==> config.mk <==
export PLATFORM = sky130hd
export DESIGN_NAME = dcw_channel
export DESIGN_NICKNAME = d
export VERILOG_FILES = /design/src/hw/dcw_pkg.sv /design/src/hw/dcw_channel.sv
export SDC_FILE = /design/constraint.sdc
export NUM_CORES = 1
export LEC_CHECK = 0
export BUFFER_PORTS_ARGS = -buffer_cell sky130_fd_sc_hd__buf_2
export CELL_PAD_IN_SITES_DETAIL_PLACEMENT = 1
export CELL_PAD_IN_SITES_GLOBAL_PLACEMENT = 1
export CORE_AREA = 2 2 172 258
export CTS_BUF_LIST = sky130_fd_sc_hd__clkbuf_8 sky130_fd_sc_hd__clkbuf_16
export CTS_CLUSTER_SIZE = 12
export DETAILED_ROUTE_END_ITERATION = 10
export DIE_AREA = 0 0 174 260
export PLACE_DENSITY_LB_ADDON = 0.1
export SETUP_SLACK_MARGIN = 0.5
export SLEW_MARGIN = 20
export SYNTH_ARGS = -nofsm -noshare
export SYNTH_HDL_FRONTEND = slang
export SYNTH_SLANG_ARGS = --single-unit
export TNS_END_PERCENT = 30
==> constraint.sdc <==
create_clock -name clk -period 3.8 [get_ports clk]
set_input_delay 0.57 -clock clk [delete_from_list [all_inputs] [get_ports clk]]
set_output_delay 0.57 -clock clk [all_outputs]
set_load 0.05 [all_outputs]
==> src/hw/dcw_pkg.sv <==
package dcw_pkg;
	// control word fields
	localparam int DST_INC_LSB  = 30;
	localparam int DST_SIZE_LSB = 28;
	localparam int SRC_INC_LSB  = 26;
	localparam int SRC_SIZE_LSB = 24;
	localparam int RSV_LSB      = 18;
	localparam int RPOW_LSB     = 14;
	localparam int CNT_LSB      = 4;
	localparam int NBURST_BIT   = 3;
	localparam int MODE_LSB     = 0;
	localparam logic [1:0] INC_FIXED  = 2'h3;
	localparam logic [1:0] SIZE_RSVD  = 2'h3;
	localparam logic [3:0] RPOW_MAX   = 4'h9;
	// register offsets
	localparam logic [7:0] OFS_CTRL   = 8'h00;
	localparam logic [7:0] OFS_SRCEND = 8'h04;
	localparam logic [7:0] OFS_DSTEND = 8'h08;
	localparam logic [7:0] OFS_CMD    = 8'h0C;
	localparam logic [7:0] OFS_STAT   = 8'h10;
	localparam logic [7:0] OFS_SRCCUR = 8'h14;
	localparam logic [7:0] OFS_DSTCUR = 8'h18;
	localparam logic [7:0] OFS_REMAIN = 8'h1C;
	// command bits
	localparam int CMD_START     = 0;
	localparam int CMD_BURST_SET = 1;
	localparam int CMD_BURST_CLR = 2;
	localparam int CMD_ERR_CLR   = 3;
	// reset values
	localparam logic [31:0] CTRL_RST = 32'h0000_0000;
	localparam logic [31:0] ADDR_RST = 32'h0000_0000;

	typedef enum logic [2:0] {
		MODE_INVALID  = 3'b000,
		MODE_BASIC    = 3'b001,
		MODE_AUTO     = 3'b010,
		MODE_PINGPONG = 3'b011,
		MODE_MSG_PRI  = 3'b100,
		MODE_MSG_ALT  = 3'b101,
		MODE_PSG_PRI  = 3'b110,
		MODE_PSG_ALT  = 3'b111
	} dcw_mode_t;

	typedef enum logic [1:0] {
		ST_IDLE  = 2'b00,
		ST_RUN   = 2'b01,
		ST_PAUSE = 2'b10
	} dcw_state_t;
endpackage : dcw_pkg

==> src/hw/dcw_channel.sv <==
// Behaviour
// - bits 31:30 give destination step or fixed
// - bits 29:28 give destination access width
// - bits 27:26 give source step or fixed
// - bits 25:24 give source access width
// - bits 17:14 set interval two-to-R transfers
// - codes 1010 to 1111 never re-arbitrate
// - after interval, yield to higher priority request
// - count field plus one transfers performed
// - bit 3 set sets burst-only flag
// - bit 3 acts only at peripheral alternate end
// - clear burst flag when remainder below interval
// - mode 000 marks structure invalid, halts
// - modes 001 to 101 select channel mode
// - 110/111 peripheral scatter/gather primary/alternate
// - start addresses from end pointers minus count times step
//
// The strobed register port and the register addresses are this design's own decisions.
`timescale 1ns/10ps
module dcw_channel
	import dcw_pkg::*;
(
	// clock and reset
	input  wire logic        clk,
	input  wire logic        arst_n,
	input  wire logic        ce,
	// register port
	input  wire logic [7:0]  addr,
	input  wire logic [31:0] wdata,
	input  wire logic        wr,
	input  wire logic        rd,
	output logic      [31:0] rdata_q,
	// requests from the arbiter side
	input  wire logic        chan_req,
	input  wire logic        hi_req,
	// transfer issue
	output logic             xfer_q,
	output logic      [31:0] xfer_src_q,
	output logic      [31:0] xfer_dst_q,
	output logic      [1:0]  xfer_size_q,
	output logic             arb_q,
	output logic             done_q,
	// channel status
	output logic             busy_q,
	output logic             err_q,
	output logic             useburst_q,
	output logic      [2:0]  mode_q
);
	logic [31:0] ctrl_q;
	logic [31:0] src_end_q;
	logic [31:0] dst_end_q;
	logic [31:0] src_cur_q;
	logic [31:0] dst_cur_q;
	logic [10:0] remain_q;
	logic [9:0]  blk_q;
	logic [1:0]  src_code_q;
	logic [1:0]  dst_code_q;
	logic [3:0]  rpow_q;
	logic        nburst_q;
	logic [1:0]  size_q;
	dcw_state_t  state_q;

	// decoded fields of the stored word
	logic [1:0] w_dinc;
	logic [1:0] w_dsize;
	logic [1:0] w_sinc;
	logic [1:0] w_ssize;
	logic [9:0] w_cnt;
	dcw_mode_t  w_mode;
	assign w_dinc  = ctrl_q[DST_INC_LSB +: 2];
	assign w_dsize = ctrl_q[DST_SIZE_LSB +: 2];
	assign w_sinc  = ctrl_q[SRC_INC_LSB +: 2];
	assign w_ssize = ctrl_q[SRC_SIZE_LSB +: 2];
	assign w_cnt   = ctrl_q[CNT_LSB +: 10];
	assign w_mode  = dcw_mode_t'(ctrl_q[MODE_LSB +: 3]);

	function automatic logic [31:0] step_of(input logic [1:0] code);
		step_of = (code == INC_FIXED) ? 32'h0000_0000 : (32'h0000_0001 << code);
	endfunction : step_of

	// start = end - count * step; count field equals transfers minus one
	function automatic logic [31:0] start_of(input logic [31:0] ep, input logic [1:0] code, input logic [9:0] n);
		logic [31:0] span;
		span = 32'h0000_0000;
		if (code != INC_FIXED)
			span = {22'h000000, n} << code;
		start_of = ep - span;
	endfunction : start_of

	logic cmd_wr;
	logic start_go;
	logic cfg_bad;
	logic word_invalid;
	logic start_ok;
	assign cmd_wr       = wr && (addr == OFS_CMD);
	assign start_go     = cmd_wr && wdata[CMD_START] && (state_q == ST_IDLE);
	assign word_invalid = (w_mode == MODE_INVALID);
	assign cfg_bad      = (w_ssize == SIZE_RSVD) || (w_dsize == SIZE_RSVD);
	assign start_ok     = start_go && !word_invalid && !cfg_bad;

	// interval length minus one; codes above nine disable arbitration
	logic       arb_on;
	logic [9:0] blk_m1;
	assign arb_on = (rpow_q <= RPOW_MAX);
	assign blk_m1 = arb_on ? ~(10'h3FF << rpow_q) : 10'h3FF;

	logic go_xfer;
	logic last_xfer;
	logic blk_end;
	assign go_xfer   = (state_q == ST_RUN) && (chan_req || (mode_q == MODE_AUTO));
	assign last_xfer = (remain_q == 11'h001);
	assign blk_end   = arb_on && (blk_q == blk_m1);

	// remainder after this block below the interval
	logic [10:0] remain_after;
	logic [10:0] blk_len;
	logic        short_tail;
	assign remain_after = remain_q - 11'h001;
	assign blk_len      = {1'b0, blk_m1} + 11'h001;
	assign short_tail   = go_xfer && blk_end && !last_xfer && (remain_after < blk_len);

	// control word; a finished task marks its word spent so it cannot rerun
	always_ff @(posedge clk or negedge arst_n) begin
		if (!arst_n)
			ctrl_q <= CTRL_RST;
		else if (ce) begin
			if (wr && addr == OFS_CTRL)
				ctrl_q <= wdata;
			else if (go_xfer && last_xfer)
				ctrl_q[MODE_LSB +: 3] <= MODE_INVALID;
		end
	end

	// end pointers
	always_ff @(posedge clk or negedge arst_n) begin
		if (!arst_n)
			src_end_q <= ADDR_RST;
		else if (ce && wr && addr == OFS_SRCEND)
			src_end_q <= wdata;
	end

	always_ff @(posedge clk or negedge arst_n) begin
		if (!arst_n)
			dst_end_q <= ADDR_RST;
		else if (ce && wr && addr == OFS_DSTEND)
			dst_end_q <= wdata;
	end

	// channel state
	always_ff @(posedge clk or negedge arst_n) begin
		if (!arst_n) begin
			state_q <= ST_IDLE;
			busy_q  <= 1'b0;
		end else if (ce) begin
			unique case (state_q)
				ST_IDLE: begin
					if (start_go && !word_invalid && !cfg_bad) begin
						state_q <= ST_RUN;
						busy_q  <= 1'b1;
					end
				end
				ST_RUN: begin
					if (go_xfer && last_xfer) begin
						state_q <= ST_IDLE;
						busy_q  <= 1'b0;
					end else if (go_xfer && blk_end && hi_req) begin
						state_q <= ST_PAUSE;
					end
				end
				ST_PAUSE: begin
					if (!hi_req)
						state_q <= ST_RUN;
				end
				default: begin
					state_q <= ST_IDLE;
					busy_q  <= 1'b0;
				end
			endcase
		end
	end

	// address walk; start is the end pointer minus the task span
	always_ff @(posedge clk or negedge arst_n) begin
		if (!arst_n) begin
			src_cur_q <= ADDR_RST;
			dst_cur_q <= ADDR_RST;
		end else if (ce) begin
			if (start_ok) begin
				src_cur_q <= start_of(src_end_q, w_sinc, w_cnt);
				dst_cur_q <= start_of(dst_end_q, w_dinc, w_cnt);
			end else if (go_xfer) begin
				src_cur_q <= src_cur_q + step_of(src_code_q);
				dst_cur_q <= dst_cur_q + step_of(dst_code_q);
			end
		end
	end

	// transfers left and position inside the arbitration block
	always_ff @(posedge clk or negedge arst_n) begin
		if (!arst_n) begin
			remain_q <= 11'h000;
			blk_q    <= 10'h000;
		end else if (ce) begin
			if (start_ok) begin
				remain_q <= {1'b0, w_cnt} + 11'h001;
				blk_q    <= 10'h000;
			end else if (go_xfer) begin
				remain_q <= remain_after;
				blk_q    <= blk_end ? 10'h000 : blk_q + 10'h001;
			end
		end
	end

	// fields held for the whole task; a rewrite of the word mid-task cannot disturb it
	always_ff @(posedge clk or negedge arst_n) begin
		if (!arst_n) begin
			src_code_q <= 2'h0;
			dst_code_q <= 2'h0;
			size_q     <= 2'h0;
			rpow_q     <= 4'h0;
			nburst_q   <= 1'b0;
			mode_q     <= MODE_INVALID;
		end else if (ce && start_ok) begin
			src_code_q <= w_sinc;
			dst_code_q <= w_dinc;
			size_q     <= w_ssize;
			rpow_q     <= ctrl_q[RPOW_LSB +: 4];
			nburst_q   <= ctrl_q[NBURST_BIT];
			mode_q     <= w_mode;
		end
	end

	// one-cycle event pulses
	always_ff @(posedge clk or negedge arst_n) begin
		if (!arst_n) begin
			xfer_q <= 1'b0;
			arb_q  <= 1'b0;
			done_q <= 1'b0;
		end else if (ce) begin
			xfer_q <= go_xfer;
			arb_q  <= go_xfer && blk_end && !last_xfer;
			done_q <= go_xfer && last_xfer;
		end
	end

	// issued address and width, held until the next transfer
	always_ff @(posedge clk or negedge arst_n) begin
		if (!arst_n) begin
			xfer_src_q  <= ADDR_RST;
			xfer_dst_q  <= ADDR_RST;
			xfer_size_q <= 2'h0;
		end else if (ce && go_xfer) begin
			xfer_src_q  <= src_cur_q;
			xfer_dst_q  <= dst_cur_q;
			xfer_size_q <= size_q;
		end
	end

	// burst-only flag; hardware set beats any clear
	logic burst_hw_set;
	assign burst_hw_set = go_xfer && last_xfer && (mode_q == MODE_PSG_ALT) && nburst_q;

	always_ff @(posedge clk or negedge arst_n) begin
		if (!arst_n)
			useburst_q <= 1'b0;
		else if (ce) begin
			if (burst_hw_set || (cmd_wr && wdata[CMD_BURST_SET]))
				useburst_q <= 1'b1;
			else if (short_tail || (cmd_wr && wdata[CMD_BURST_CLR]))
				useburst_q <= 1'b0;
		end
	end

	// configuration error; a start with a bad word wins over a clear
	always_ff @(posedge clk or negedge arst_n) begin
		if (!arst_n)
			err_q <= 1'b0;
		else if (ce) begin
			if (start_go && !word_invalid && cfg_bad)
				err_q <= 1'b1;
			else if (cmd_wr && wdata[CMD_ERR_CLR])
				err_q <= 1'b0;
		end
	end

	// read port, data one cycle after the strobe
	always_ff @(posedge clk or negedge arst_n) begin
		if (!arst_n)
			rdata_q <= 32'h0000_0000;
		else if (ce) begin
			rdata_q <= 32'h0000_0000;
			if (rd) begin
				unique case (addr)
					OFS_CTRL:   rdata_q <= ctrl_q;
					OFS_SRCEND: rdata_q <= src_end_q;
					OFS_DSTEND: rdata_q <= dst_end_q;
					OFS_STAT:   rdata_q <= {24'h000000, mode_q, state_q == ST_PAUSE, useburst_q, err_q, busy_q, 1'b0};
					OFS_SRCCUR: rdata_q <= src_cur_q;
					OFS_DSTCUR: rdata_q <= dst_cur_q;
					OFS_REMAIN: rdata_q <= {21'h000000, remain_q};
					default:    rdata_q <= 32'h0000_0000;
				endcase
			end
		end
	end
endmodule : dcw_channel

# Word level (Yosys, flattened, before mapping)
# Cells that the tools add are included.
# totals
regBits,301
input_bits,47
out_inout_bits,107
wordCells,144
# op_classes
add_sub_neg,8
order_cmp,2
eq_ne,23
n_shift,5
muxes,34
bitwise_logic,2
n_reduce_logical,45
# op_table
cell,n
$mux W32,13
$pmux W32 S7,1
$add A32 B32 Y32,2
$shl A1 B2 Y32 const A,2
$shl A10 B2 Y32,2
$sub A32 B32 Y32,2
$mux W10,4
$eq A8 B5 Y1 const B,4
$logic_and A1 B1 Y1,24
$add A10 B1 Y11 const B,2
$mux W11,2
$eq A8 B4 Y1 const B,2
$eq A11 B1 Y1 const B,1
$lt A11 B11 Y1,1
$sub A11 B1 Y11 const B,1
$add A10 B1 Y10 const B,1
$eq A10 B10 Y1,1
$eq A2 B2 Y1 const B,5
$not A10 Y10,1
$reduce_and A2 Y1,5
$shl A10 B4 Y10 const A,1
$eq A8 B3 Y1 const B,1
$logic_not A8 Y1,1
$mux W2,4
18 further kinds,36

# Logic depth before layout (Yosys ltp)
# Gate-level depths: netlist of the first run.
# depth
depth_word,11
depth_mapped,15
mapped_depth_nobuf,12

# Worst setup path after synthesis of the first run
# Ideal clock, no wire load.
# synth_path
path_kind,register to register
startpoint,register ctrl_q[30]
endpoint,register dst_cur_q[16]
setup_ns,0.131
arrival_time_ns,3.468
required_time_ns,3.669
slack_ns,0.201
path_stages_with_launch,14
n_path_buf,3
period_less_slack_ns,3.599
path_cell_list,dfrtp_1 clkbuf_1 buf_1 mux2i_1 nor2_1 a21oi_1 ha_1 a21o_1 a221oi_1 a21oi_1 a211oi_1 clkbuf_1 a21oi_1 or3_1
# synth_via
elab_chain_len,6
elab_cells_between_ends,7
cone_classes,1 x add/sub; 1 x eq/ne; 1 x shift; 4 x mux
# synth_lines
element,line,source
start: declaration,dcw_channel.sv:49,logic [31:0] ctrl_q;
start signal: assignment,dcw_channel.sv:128,ctrl_q <= wdata;
$shl A10 B2 Y32 / $ne A2 B2 Y1 (equally long branches),"dcw_channel.sv:86, dcw_channel.sv:85",
$mux W32 (*),dcw_channel.sv:85,if (code != INC_FIXED)
$mux W32 (*),dcw_channel.sv:188,if (start_ok) begin
$mux W32 (*),dcw_channel.sv:187,end else if (ce) begin
$sub A32 B32 Y32 (*),dcw_channel.sv:87,start_of = ep - span;
$mux W32 (*),dcw_channel.sv:188,
end signal: assignment,dcw_channel.sv:190,"dst_cur_q <= start_of(dst_end_q, w_dinc, w_cnt);"
end signal: assignment,dcw_channel.sv:193,dst_cur_q <= dst_cur_q + step_of(dst_code_q);
end: declaration,dcw_channel.sv:53,logic [31:0] dst_cur_q;
# Mark *: on every way between the ends. The rest lies on a longest branch, timed or not. The select of a mux whose other input is x is not followed.
# A chain may end at the register's enable or synchronous reset.

# Worst setup path in the final report of the first run
# layout_path
startpoint,register ctrl_q[30]
endpoint,register dst_cur_q[25]
# The elaborated chain is that of the path after synthesis.

==> flow_metrics.py, run 1 <==
metrics = {
    "cts": {
        "clk_pin_slew_ns": 0.07,
        "cts_buffers": 34,
        "htreeDepth": 2,
        "clock-sinks": 301,
        "cts_tree": "yes",
        "cts_max_path_buffers": 3,
        "cts_root_buffer": "clkbuf_16",
        "clk_latency_ns": 0.55,
    },
    "logic_synthesis": {
        "synth.avg_cell_area_um2": 8.97,
        "synth.cell_area_um2": 17800,
        "synth_edf_count": 0,
        "async_flop_share": 1.00,
        "netlist_instances": 1989,
        "yosysUniqueCellTypes": 79,
        "yosys_warnings": 0,
        "synth_flop_cell": "dfrtp_1",
        "ys_seq_elements": 301,
        "ys_seq_area_frac": 0.422,
    },
    "grt": {
        "grt_pass1_vias": 18291,
        "grt_max_degree": 98,
        "grt_first_pass_wirelength_mm": 118,
        "grt_use_total": 0.348,
        "antenna_found_initial": 3,
        "grt-ovfl-total": 0,
    },
    "pwr": {
        "p_int_mw": 5.74,
        "seqPwrFrac": 0.428,
        "comb_power_share": 0.193,
        "p_leak_nw": 9.91,
        "ir_drop_v": 0.000327,
        "power_mw": 8.51,
        "switching_share": 0.325,
        "power.density_nw_per_um2": 411,
        "p_sw_mw": 2.77,
        "pwr-share-clk": 0.379,
    },
    "finish": {
        "final_net_count": 2225,
        "drive_above_1_share": 0.199,
        "final_common_cell": "nand2_1",
        "diodes": 0,
        "fillers": 5062,
        "synthToLayoutAreaGrowth_pct": 16.1,
        "layout_common_cells": "nand2_1, dfrtp_1, buf_2",
    },
    "detailed_routing": {
        "ant_nets": 0,
        "via_per_inst": 6.35,
        "drc": 0,
        "wl_mm": 78.8,
        "wire_per_inst_um": 29.0,
        "drt_iter0_drc": 1273,
        "via_count": 17263,
        "drt_first_pass_iters": 7,
    },
    "min_path": {
        "holdCritPathClass": "input port to async pin",
    },
    "critical_path": {
        "crit_fanout": 20,
        "worstSetupEndpointType": "flip-flop",
        "required_ns": 4.21,
        "r2r_setup_slack_ns": 0.51,
        "rr_worst_depth": 10,
        "start_kind": "flip-flop",
        "arrival_ns": 3.70,
        "criticalPathCategory": "flip-flop to flip-flop",
    },
    "timing": {
        "period_share": 0.866,
        "tns_ns": 0,
        "rsz0062_at_grt": "yes",
        "clock_skew_ns": 0.0216,
        "finalHoldViolCount": 0,
        "slew_viol_final": 0,
        "finalWorstPathRequiredPeriod_ns": 3.29,
        "tightest_slew_ns": 1.21,
        "maxClockFrequency_mhz": 304,
        "relSlewSlack": 0.197,
        "setup_viol": 0,
    },
    "floorplanning": {
        "die_x_um": 174,
        "core_area_um2": 42800,
        "floorplan.die_area_um2": 45200,
        "pin_count": 154,
        "rows": 93,
        "die_h_um": 260,
        "start_util": 0.416,
    },
    "placement": {
        "gp_congestion": 0.949,
        "place_hpwl_mm": 58.7,
        "place.port_buffers": 153,
    },
    "job": {
        "drv_cap": 0,
    },
    "status": {
        "status": "finished, final reports clean",
    },
}
==> flip-flops by register name, indices dropped and copies added (netlist names), 2 cells and up <==
signal / cells
dst_cur_q: 32
dst_code_q: 2
src_cur_q: 32
state_q: 2
src_end_q: 32
rpow_q: 4
remain_q: 11
ctrl_q: 32
rdata_q: 32
blk_q: 10
xfer_dst_q: 32
xfer_size_q: 2
src_code_q: 2
dst_end_q: 32
size_q: 2
xfer_src_q: 32
mode_q: 3
==> repair_timing <==
action	in CTS	in global routing
buffers inserted	0	1
hold buffers	0	0
gates resized for setup	5	16
setup endpoints to repair	17	26
==> metrics by stage <==
| stage | instance area, µm² | util | std cells | setup slack (ns) | hold slack [ns] |
|---|---|---|---|---|---|
| after floorplan | 17800 | - | 1990 | 0.501 | 0.274 |
| after global placement | 19600 | 0.457 | 2659 | 0.350 | 0.458 |
| after detailed placement | 19600 | 0.457 | 2659 | 0.260 | 0.457 |
| after CTS | 20600 | 0.482 | 2715 | 0.475 | 0.111 |
| after global routing | 20700 | 0.483 | 2717 | 0.398 | 0.123 |
| final | 20700 | 0.483 | 2717 | 0.509 | 0.0585 |
==> routing by layer <==
| layer | wire length [µm] | track usage | vias up | part of all wire |
|---|---|---|---|---|
| met2 | 39000 | 0.608 | 622 | 0.49 |
| met1 | 28100 | 0.370 | 8796 | 0.36 |
| met3 | 3480 | 0.0452 | 303 | 0.044 |
| met4 | 8260 | 0.307 | 2 | 0.10 |
| li1 | - | - | 7540 | - |
| met5 | 15 | 0 | - | 0.00019 |
==> Yosys cell counts (all sizes together), types with 18 or more instances <==
cell type / count / area share
a31oi: 31 / 0.011
and3: 21 / 0.0074
clkbuf: 116 / 0.024
a21oi: 125 / 0.035
nand2: 321 / 0.068
a222oi: 23 / 0.013
nor2b: 29 / 0.010
nor2: 122 / 0.026
nor3: 50 / 0.015
nand4: 29 / 0.010
ha: 47 / 0.033
o211ai: 18 / 0.0076
a211oi: 20 / 0.0084
nor4: 32 / 0.012
inv: 41 / 0.0086
o21a: 20 / 0.0084
a21o: 46 / 0.019
xnor2: 36 / 0.018
dfrtp: 301 / 0.42
buf: 22 / 0.0065
mux2: 91 / 0.057
a22oi: 42 / 0.018
o21ai: 96 / 0.027
nand3: 61 / 0.017
==> worst paths after layout <==
path	startpoint	end
worst max-delay path	ctrl_q[30]	dst_cur_q[25]
worst min-delay path	arst_n	rpow_q[2]
worst max register to register	ctrl_q[30]	dst_cur_q[25]
worst min register to register	rdata_q[18]	rdata_q[18]
max in group asynchronous	arst_n	ctrl_q[30]
min in group clk	wdata[24]	src_end_q[24]
==> cells by family (layout without fill, tap and decap cells) <==
kind of cell / after synthesis / in the layout / synth area share
compound gates: 535 / 535 / 0.203
flops: 301 / 301 / 0.422
xor+xnor: 53 / 53 / 0.0260
mux: 108 / 108 / 0.0670
buf+inv: 179 / 336 / 0.0395
fa+ha+maj: 51 / 51 / 0.0375
simple gates: 761 / 761 / 0.205
other cells: 1 / 2 / 0.000210
==> cell type report <==
cell class / instances / area (µm²) / area share
clock buffers: 35 / 865 / 0.0418
clock inverters: 21 / 171 / 0.00828
inverters: 41 / 154 / 0.00744
multi-input cells: 1510 / 9730 / 0.470
flip-flops and latches: 301 / 7540 / 0.365
well taps: 570 / 713 / 0.0345
repair buffers: 239 / 1520 / 0.0734
==> power groups by stage <==
stage	clock [mW]	combinational (mW)	sequential [mW]
floorplan	0	0.934	3.71
global placement	0	1.56	3.70
detailed placement	0	1.61	3.70
CTS	3.29	1.62	3.64
global route	3.38	1.81	3.66
finish	3.22	1.64	3.65
==> critical path: stages, from the launching register on <==
cell and delay, ns:
dfrtp_4 0.59, mux2i_1 0.15, or2_2 0.30, ha_1 0.27, nor2b_1 0.15, o31a_1 0.29, o41ai_2 0.32, a2bb2oi_1 0.15
buf_4 0.22, or3_1 0.38, a311o_1 0.35
Note: power is estimated with default switching activity, not from simulation.
==> run 2: changes to the inputs <==
CORE_AREA = 2 2 203 304   (was 2 2 172 258)
DIE_AREA = 0 0 205 306   (was 0 0 174 260)
==> run 2 against run 1 <==
Global-route usage is 8.1 points lower. Fmax rose by 3.8%. Sequential share of layout area fell by 0.93 points. Non-clock buffer count increased by 2. Clock skew hardly changed. Sequential cell count stayed put. Total power up 5.1%. Worst hold slack improved by 0.014 ns. Sequential power about the same. Via count is 1.8% lower. Clock power up 12%. Critical path type unchanged. Critical endpoint unchanged. Largest cell class unchanged.
==> flow_metrics.py, run 2 (same netlist as run 1, synthesis figures left out) <==
metrics = {
    "timing": {
        "layout_setup_ws_ns": 0.628,
        "rsz0062_at_grt": "yes",
        "timing.hold.ws_ns": 0.0727,
        "tightest_slew_ns": 1.06,
        "setup_viol": 0,
        "finalHoldViolCount": 0,
        "relSlewSlack": 0.292,
        "tns_ns": 0,
        "clock_skew_ns": 0.0212,
        "finalWorstPathRequiredPeriod_ns": 3.17,
        "maxClockFrequency_mhz": 315,
        "slew_viol_final": 0,
        "period_share": 0.835,
    },
    "min_path": {
        "holdCritPathClass": "input port to async pin",
    },
    "detailed_routing": {
        "wire_per_inst_um": 28.7,
        "ant_nets": 0,
        "drc": 0,
        "via_count": 16960,
        "drt_iter0_drc": 1023,
        "drt_first_pass_iters": 6,
        "via_per_inst": 5.77,
        "met1_length_mm": 31.2,
        "wl_mm": 84.4,
        "top_layer_used": "met5",
        "met3_length_mm": 2.69,
        "wl_met2_mm": 43.4,
    },
    "pwr": {
        "p_sw_mw": 2.82,
        "power.density_nw_per_um2": 421,
        "seqPwrFrac": 0.410,
        "p_int_mw": 6.12,
        "switching_share": 0.316,
        "ir_drop_v": 0.000347,
        "pwr-share-clk": 0.405,
        "comb_power_share": 0.185,
        "power_mw": 8.94,
        "p_leak_nw": 10.0,
    },
    "floorplanning": {
        "die_x_um": 205,
        "pin_count": 154,
        "floorplan.die_area_um2": 62700,
        "core_area_um2": 60000,
        "rows": 110,
        "start_util": 0.297,
        "die_h_um": 306,
    },
    "critical_path": {
        "r2r-start": "ctrl_q[30]",
        "critPathTopFamily": "compound AO/OA/AOI/OAI gates",
        "required_ns": 4.22,
        "arrival_ns": 3.59,
        "crit_path_top_delay_cell": "dfrtp_2",
        "worstSetupEndpointType": "flip-flop",
        "criticalPathCategory": "flip-flop to flip-flop",
        "r2r_setup_slack_ns": 0.63,
        "critPathMaxStageDelay_ns": 0.51,
        "rr_worst_depth": 9,
        "crit_fanout": 14,
        "path_cells": "mux2i_1, or2_2, ha_1, nor2b_1, o31a_1, o41ai_2, a2bb2oi_4, or3_1, a311o_1",
        "start_kind": "flip-flop",
        "cp.buffers_inverters": 0,
        "r2r_end": "dst_cur_q[25]",
    },
    "finish": {
        "fin_cells": 2939,
        "finish.utilization": 0.354,
        "layout_common_cells": "nand2_1, dfrtp_1, buf_2",
        "final_net_count": 2228,
        "synthToLayoutAreaGrowth_pct": 19.0,
        "drive_above_1_share": 0.205,
        "final_common_cell": "nand2_1",
        "stdcell_area_um2": 21200,
    },
    "status": {
        "status": "finished, final reports clean",
    },
    "cts": {
        "clk_latency_ns": 0.55,
        "cts_max_path_buffers": 3,
        "cts_tree": "yes",
        "cts_buffers": 35,
        "clk_pin_slew_ns": 0.06,
        "clock-sinks": 301,
        "cts_root_buffer": "clkbuf_16",
        "hold_buffers": 0,
        "htreeDepth": 2,
    },
    "grt": {
        "grt_pass1_vias": 17706,
        "antenna_found_initial": 2,
        "grt_use_total": 0.268,
        "grt_max_degree": 96,
        "grt_first_pass_wirelength_mm": 123,
        "grt-ovfl-total": 0,
    },
    "placement": {
        "place_hpwl_mm": 63.9,
        "placed_area_um2": 19900,
        "place.port_buffers": 153,
        "placed_cells": 2874,
        "gp_congestion": 0.918,
        "pre_cts_ws_ns": 0.215,
    },
    "job": {
        "drv_cap": 0,
    },
}
==> run 2: cell types whose count changed in the layout (fill, tap and decap cells not counted), moves of 2 or more <==
cell        change
clkinvlp_4      -2
clkinv_2        -3
nand3_2         +2
nand3_1         -2
clkbuf_8        +6
bufinv_16       +3
==> run 2: worst register-to-register path, delay by kind of cell (launching register included) <==
family                     cells  cell delay [ns]
DFF                            1             0.51
and+or+nand+nor                3             0.86
muxes                          1             0.15
adders and majority gates      1             0.27
AOI/OAI and AO/OA              4             1.27
==> run 2: layer usage <==
layer	track usage	vias up
met4	0.195	4
met5	0	-
met3	0.0309	211
li1	-	7588
met2	0.481	448
met1	0.287	8709
==> run 2: area by class of cell <==
cell class / count / area [µm²]
fillers: 7042 / 38800
multi-input cells: 1510 / 9800
flip-flops and latches: 301 / 7540
repair buffers: 241 / 1550
well taps: 784 / 981
clock buffers: 42 / 972
clock inverters: 19 / 224
inverters: 41 / 154
diodes: 1 / 2.50
==> run 2: how the worst max path moves through the flow <==
stage	from	to	cells after the start
detailed placement	ctrl_q[30]	dst_cur_q[25]	9
global placement	addr[5]	src_cur_q[2]	8
global route	ctrl_q[26]	src_cur_q[16]	11
floorplan	ctrl_q[26]	src_cur_q[19]	13
CTS	ctrl_q[31]	dst_cur_q[14]	10
finish	ctrl_q[30]	dst_cur_q[25]	9
==> run 2: power groups by stage <==
| stage | combinational, mW | clock [mW] | sequential (mW) |
|---|---|---|---|
| after detailed placement | 1.61 | 0 | 3.72 |
| after CTS | 1.63 | 3.71 | 3.67 |
| after global placement | 1.58 | 0 | 3.72 |
| after global routing | 1.82 | 3.82 | 3.69 |
| final | 1.66 | 3.62 | 3.67 |
| after floorplan | 0.934 | 0 | 3.71 |
==> run 2: timing repair <==
| action | CTS | global route |
|---|---|---|
| endpoints found under the setup margin | 16 | 30 |
| gates resized for setup | 7 | 22 |
| pin swaps | 0 | 1 |
| buffers inserted | 0 | 3 |
==> run 3: changes to the inputs <==
ABC_AREA = 1   (was not set)
CORE_AREA = 2 2 211 317   (was 2 2 203 304)
DIE_AREA = 0 0 213 319   (was 0 0 205 306)
clock period = 3 ns   (was 3.8 ns; I/O delays follow)
==> run 3 against run 2 <==
Via count increased by 22%. Highest routed layer unchanged. Fmax increased by 24%. Synthesized cell count increased by 45%. Sequential share of layout area decreased by 5.6 points. Critical endpoint is now src_cur_q[25]. Count of clock-buffer cells in the layout increased by 1. Critical path depth increased by 1. Critical path type unchanged. Register-to-register slack got worse by 0.19 ns. Clock skew increased by 0.0029 ns. Die area increased by 8.3%. Sequential power increased by 50%. Design area increased by 19%.
==> flow_metrics.py, run 3 <==
metrics = {
    "cts": {
        "cts_root_buffer": "clkbuf_16",
        "cts_max_path_buffers": 3,
        "htreeDepth": 2,
        "clk_pin_slew_ns": 0.06,
        "clk_latency_ns": 0.58,
        "cts_buffers": 37,
        "cts_tree": "yes",
        "clock-sinks": 301,
    },
    "pwr": {
        "p_sw_mw": 7.22,
        "switching_share": 0.437,
        "p_int_mw": 9.30,
        "p_leak_nw": 12.3,
        "comb_power_share": 0.392,
        "pwr-share-clk": 0.275,
        "power.density_nw_per_um2": 655,
        "ir_drop_v": 0.000342,
        "seqPwrFrac": 0.333,
    },
    "placement": {
        "place.port_buffers": 153,
        "placed_area_um2": 21600,
        "pre_cts_ws_ns": -0.0351,
        "place_hpwl_mm": 76.3,
        "gp_congestion": 0.914,
    },
    "timing": {
        "finalWorstPathRequiredPeriod_ns": 2.57,
        "layout_setup_ws_ns": 0.434,
        "tns_ns": 0,
        "period_share": 0.855,
        "maxClockFrequency_mhz": 390,
        "tightest_slew_ns": 0.739,
        "finalHoldViolCount": 0,
        "setup_viol": 0,
        "relSlewSlack": 0.507,
        "timing.hold.ws_ns": 0.174,
        "clock_skew_ns": 0.0240,
        "slew_viol_final": 0,
        "rsz0062_at_grt": "yes",
    },
    "critical_path": {
        "setup.worst_path.start": "ctrl_q[24]",
        "path_cells": "inv_1, o21ai_2, nor2_4, inv_2, buf_12, nand3_1, nand2_1, clkinv_1, nand2_1, nand2_1",
        "r2r_end": "src_cur_q[25]",
        "rr_worst_depth": 10,
        "worstSetupEndpointType": "flip-flop",
        "critPathTopFamily": "buffers and inverters",
        "arrival_ns": 3.04,
        "criticalPathCategory": "flip-flop to flip-flop",
        "cpMostUsedCell": "nand2_1",
        "critPathMaxStageDelay_ns": 0.55,
        "r2r_setup_slack_ns": 0.43,
        "crit_path_top_delay_cell": "o21ai_2",
        "cp.buffers_inverters": 4,
        "crit_path_end": "src_cur_q[25]",
        "crit_fanout": 29,
        "start_kind": "flip-flop",
        "path_depth": 10,
        "required_ns": 3.47,
        "r2r-start": "ctrl_q[24]",
    },
    "logic_synthesis": {
        "synth_flop_cell": "dfrtp_1",
        "synth_edf_count": 0,
        "ys_seq_area_frac": 0.387,
        "synth_most_common_cell": "nand2_1",
        "yosys_warnings": 0,
        "yosysUniqueCellTypes": 45,
        "synth.cell_area_um2": 19500,
        "yosys.area.top_type": "dfrtp_1",
        "yosys.area.top_type_share": 0.387,
        "synth.avg_cell_area_um2": 6.75,
        "ys_seq_elements": 301,
        "netlist_instances": 2885,
        "synth_common_cells": "nand2_1, inv_1, dfrtp_1",
        "async_flop_share": 1.00,
        "synthTopCellsByArea": "dfrtp_1, nand2_1, inv_1",
    },
    "finish": {
        "layout_common_cells": "nand2_1, inv_1, dfrtp_1",
        "stdcell_area_um2": 25200,
        "drive_above_1_share": 0.229,
        "diodes": 0,
        "fillers": 8175,
        "synthToLayoutAreaGrowth_pct": 29.7,
        "final_common_cell": "nand2_1",
        "final_net_count": 3211,
    },
    "floorplanning": {
        "die_x_um": 213,
        "start_util": 0.299,
        "die_h_um": 319,
        "pin_count": 154,
        "floorplan.die_area_um2": 67900,
        "rows": 115,
        "core_area_um2": 65200,
    },
    "detailed_routing": {
        "ant_nets": 0,
        "drt_first_pass_iters": 5,
        "drc": 0,
        "wl_mm": 96.7,
        "via_count": 20610,
        "via_per_inst": 5.14,
        "wire_per_inst_um": 24.1,
        "drt_iter0_drc": 1359,
    },
    "grt": {
        "grt_max_degree": 119,
        "grt_use_total": 0.281,
        "antenna_found_initial": 3,
        "grt-ovfl-total": 0,
        "grt_pass1_vias": 21515,
        "grt_first_pass_wirelength_mm": 140,
    },
    "min_path": {
        "holdCritPathClass": "input port to flip-flop",
        "min_from": "wdata[10]",
    },
    "job": {
        "drv_cap": 0,
    },
    "status": {
        "status": "finished, final reports clean",
    },
}
-- run 3: cell types whose count changed in the layout (fill, tap and decap cells not counted), sizes merged, moves of 40 or more --
cell   delta
nand2   +650
inv     +329
o21ai   +186
nor2    +144
nand3   +142
mux2     -90
a21o     -45
a21oi    -44
buf      +40
-- run 3: worst min path at each step --
stage / endpoint / slack [ns] / cells after the start
after floorplan: arb_q / 0.15 / 0
after global placement: xfer_q / 0.43 / 1
after detailed placement: arb_q / 0.43 / 1
after CTS: dst_end_q[16] / 0.15 / 3
after global routing: dst_end_q[16] / 0.17 / 3
final: ctrl_q[10] / 0.17 / 3
-- run 3: kinds of logic after synthesis --
logic type,Yosys count,share of synthesized area
buf+inv,472,0.0966
other cells,1,0.000193
fa+ha+maj,51,0.0343
compound gates,471,0.133
simple gates,1530,0.322
mux,1,0.000579
flops,301,0.387
xor+xnor,58,0.0261
-- run 3: cell type report --
type                       count  area, µm²  area share
inverter                     375       1430      0.0568
timing repair buffer         285       2040      0.0810
tap                          877       1100      0.0435
multi-input combinational   2113      11900       0.473
clock inverter                19        144     0.00570
sequential                   301       7540       0.299
clock buffer                  43       1030      0.0409
-- run 3: repair_timing --
item | 4_1_cts | 5_1_grt
setup endpoints to repair | 62 | 61
cloned | 0 | 3
resized for setup | 127 | 368
buffers inserted | 15 | 36
pin swaps | 20 | 122
hold buffers | 1 | 0
endpoints found under the hold margin | 43 | 0
-- run 3: power groups by stage --
| stage | sequential, mW | clock, mW | combinational, mW |
|---|---|---|---|
| 2_1_floorplan | 6.35 | 0 | 2.80 |
| 3_3_place_gp | 5.53 | 0 | 5.67 |
| 3_5_place_dp | 5.55 | 0 | 5.77 |
| 4_1_cts | 5.49 | 4.68 | 5.97 |
| 5_1_grt | 5.61 | 4.80 | 7.07 |
| 6_report | 5.51 | 4.54 | 6.48 |
-- run 3: routing by layer --
layer | vias up | share of wire | routed length (µm) | track usage
li1 | 9705 | - | - | -
met1 | 10321 | 0.42 | 40900 | 0.348
met2 | 425 | 0.51 | 48900 | 0.502
met3 | 155 | 0.030 | 2930 | 0.0274
met4 | 4 | 0.041 | 3920 | 0.0996
met5 | - | 0.00025 | 24 | 0
-- run 3: per-stage QoR --
| stage | instances | util | power (mW) |
|---|---|---|---|
| 5_1_grt | 4013 | 0.387 | 17.5 |
| 3_5_place_dp | 3896 | 0.332 | 11.3 |
| 3_3_place_gp | 3896 | 0.332 | 11.2 |
| 2_1_floorplan | 2886 | - | 9.15 |
| 4_1_cts | 3974 | 0.359 | 16.1 |
| 6_report | 4013 | 0.387 | 16.5 |
-- run 3: worst min-delay path, stage by stage --
cell,delay [ns]
buf_2,0.09
inv_1,0.07
o21ai_0,0.08
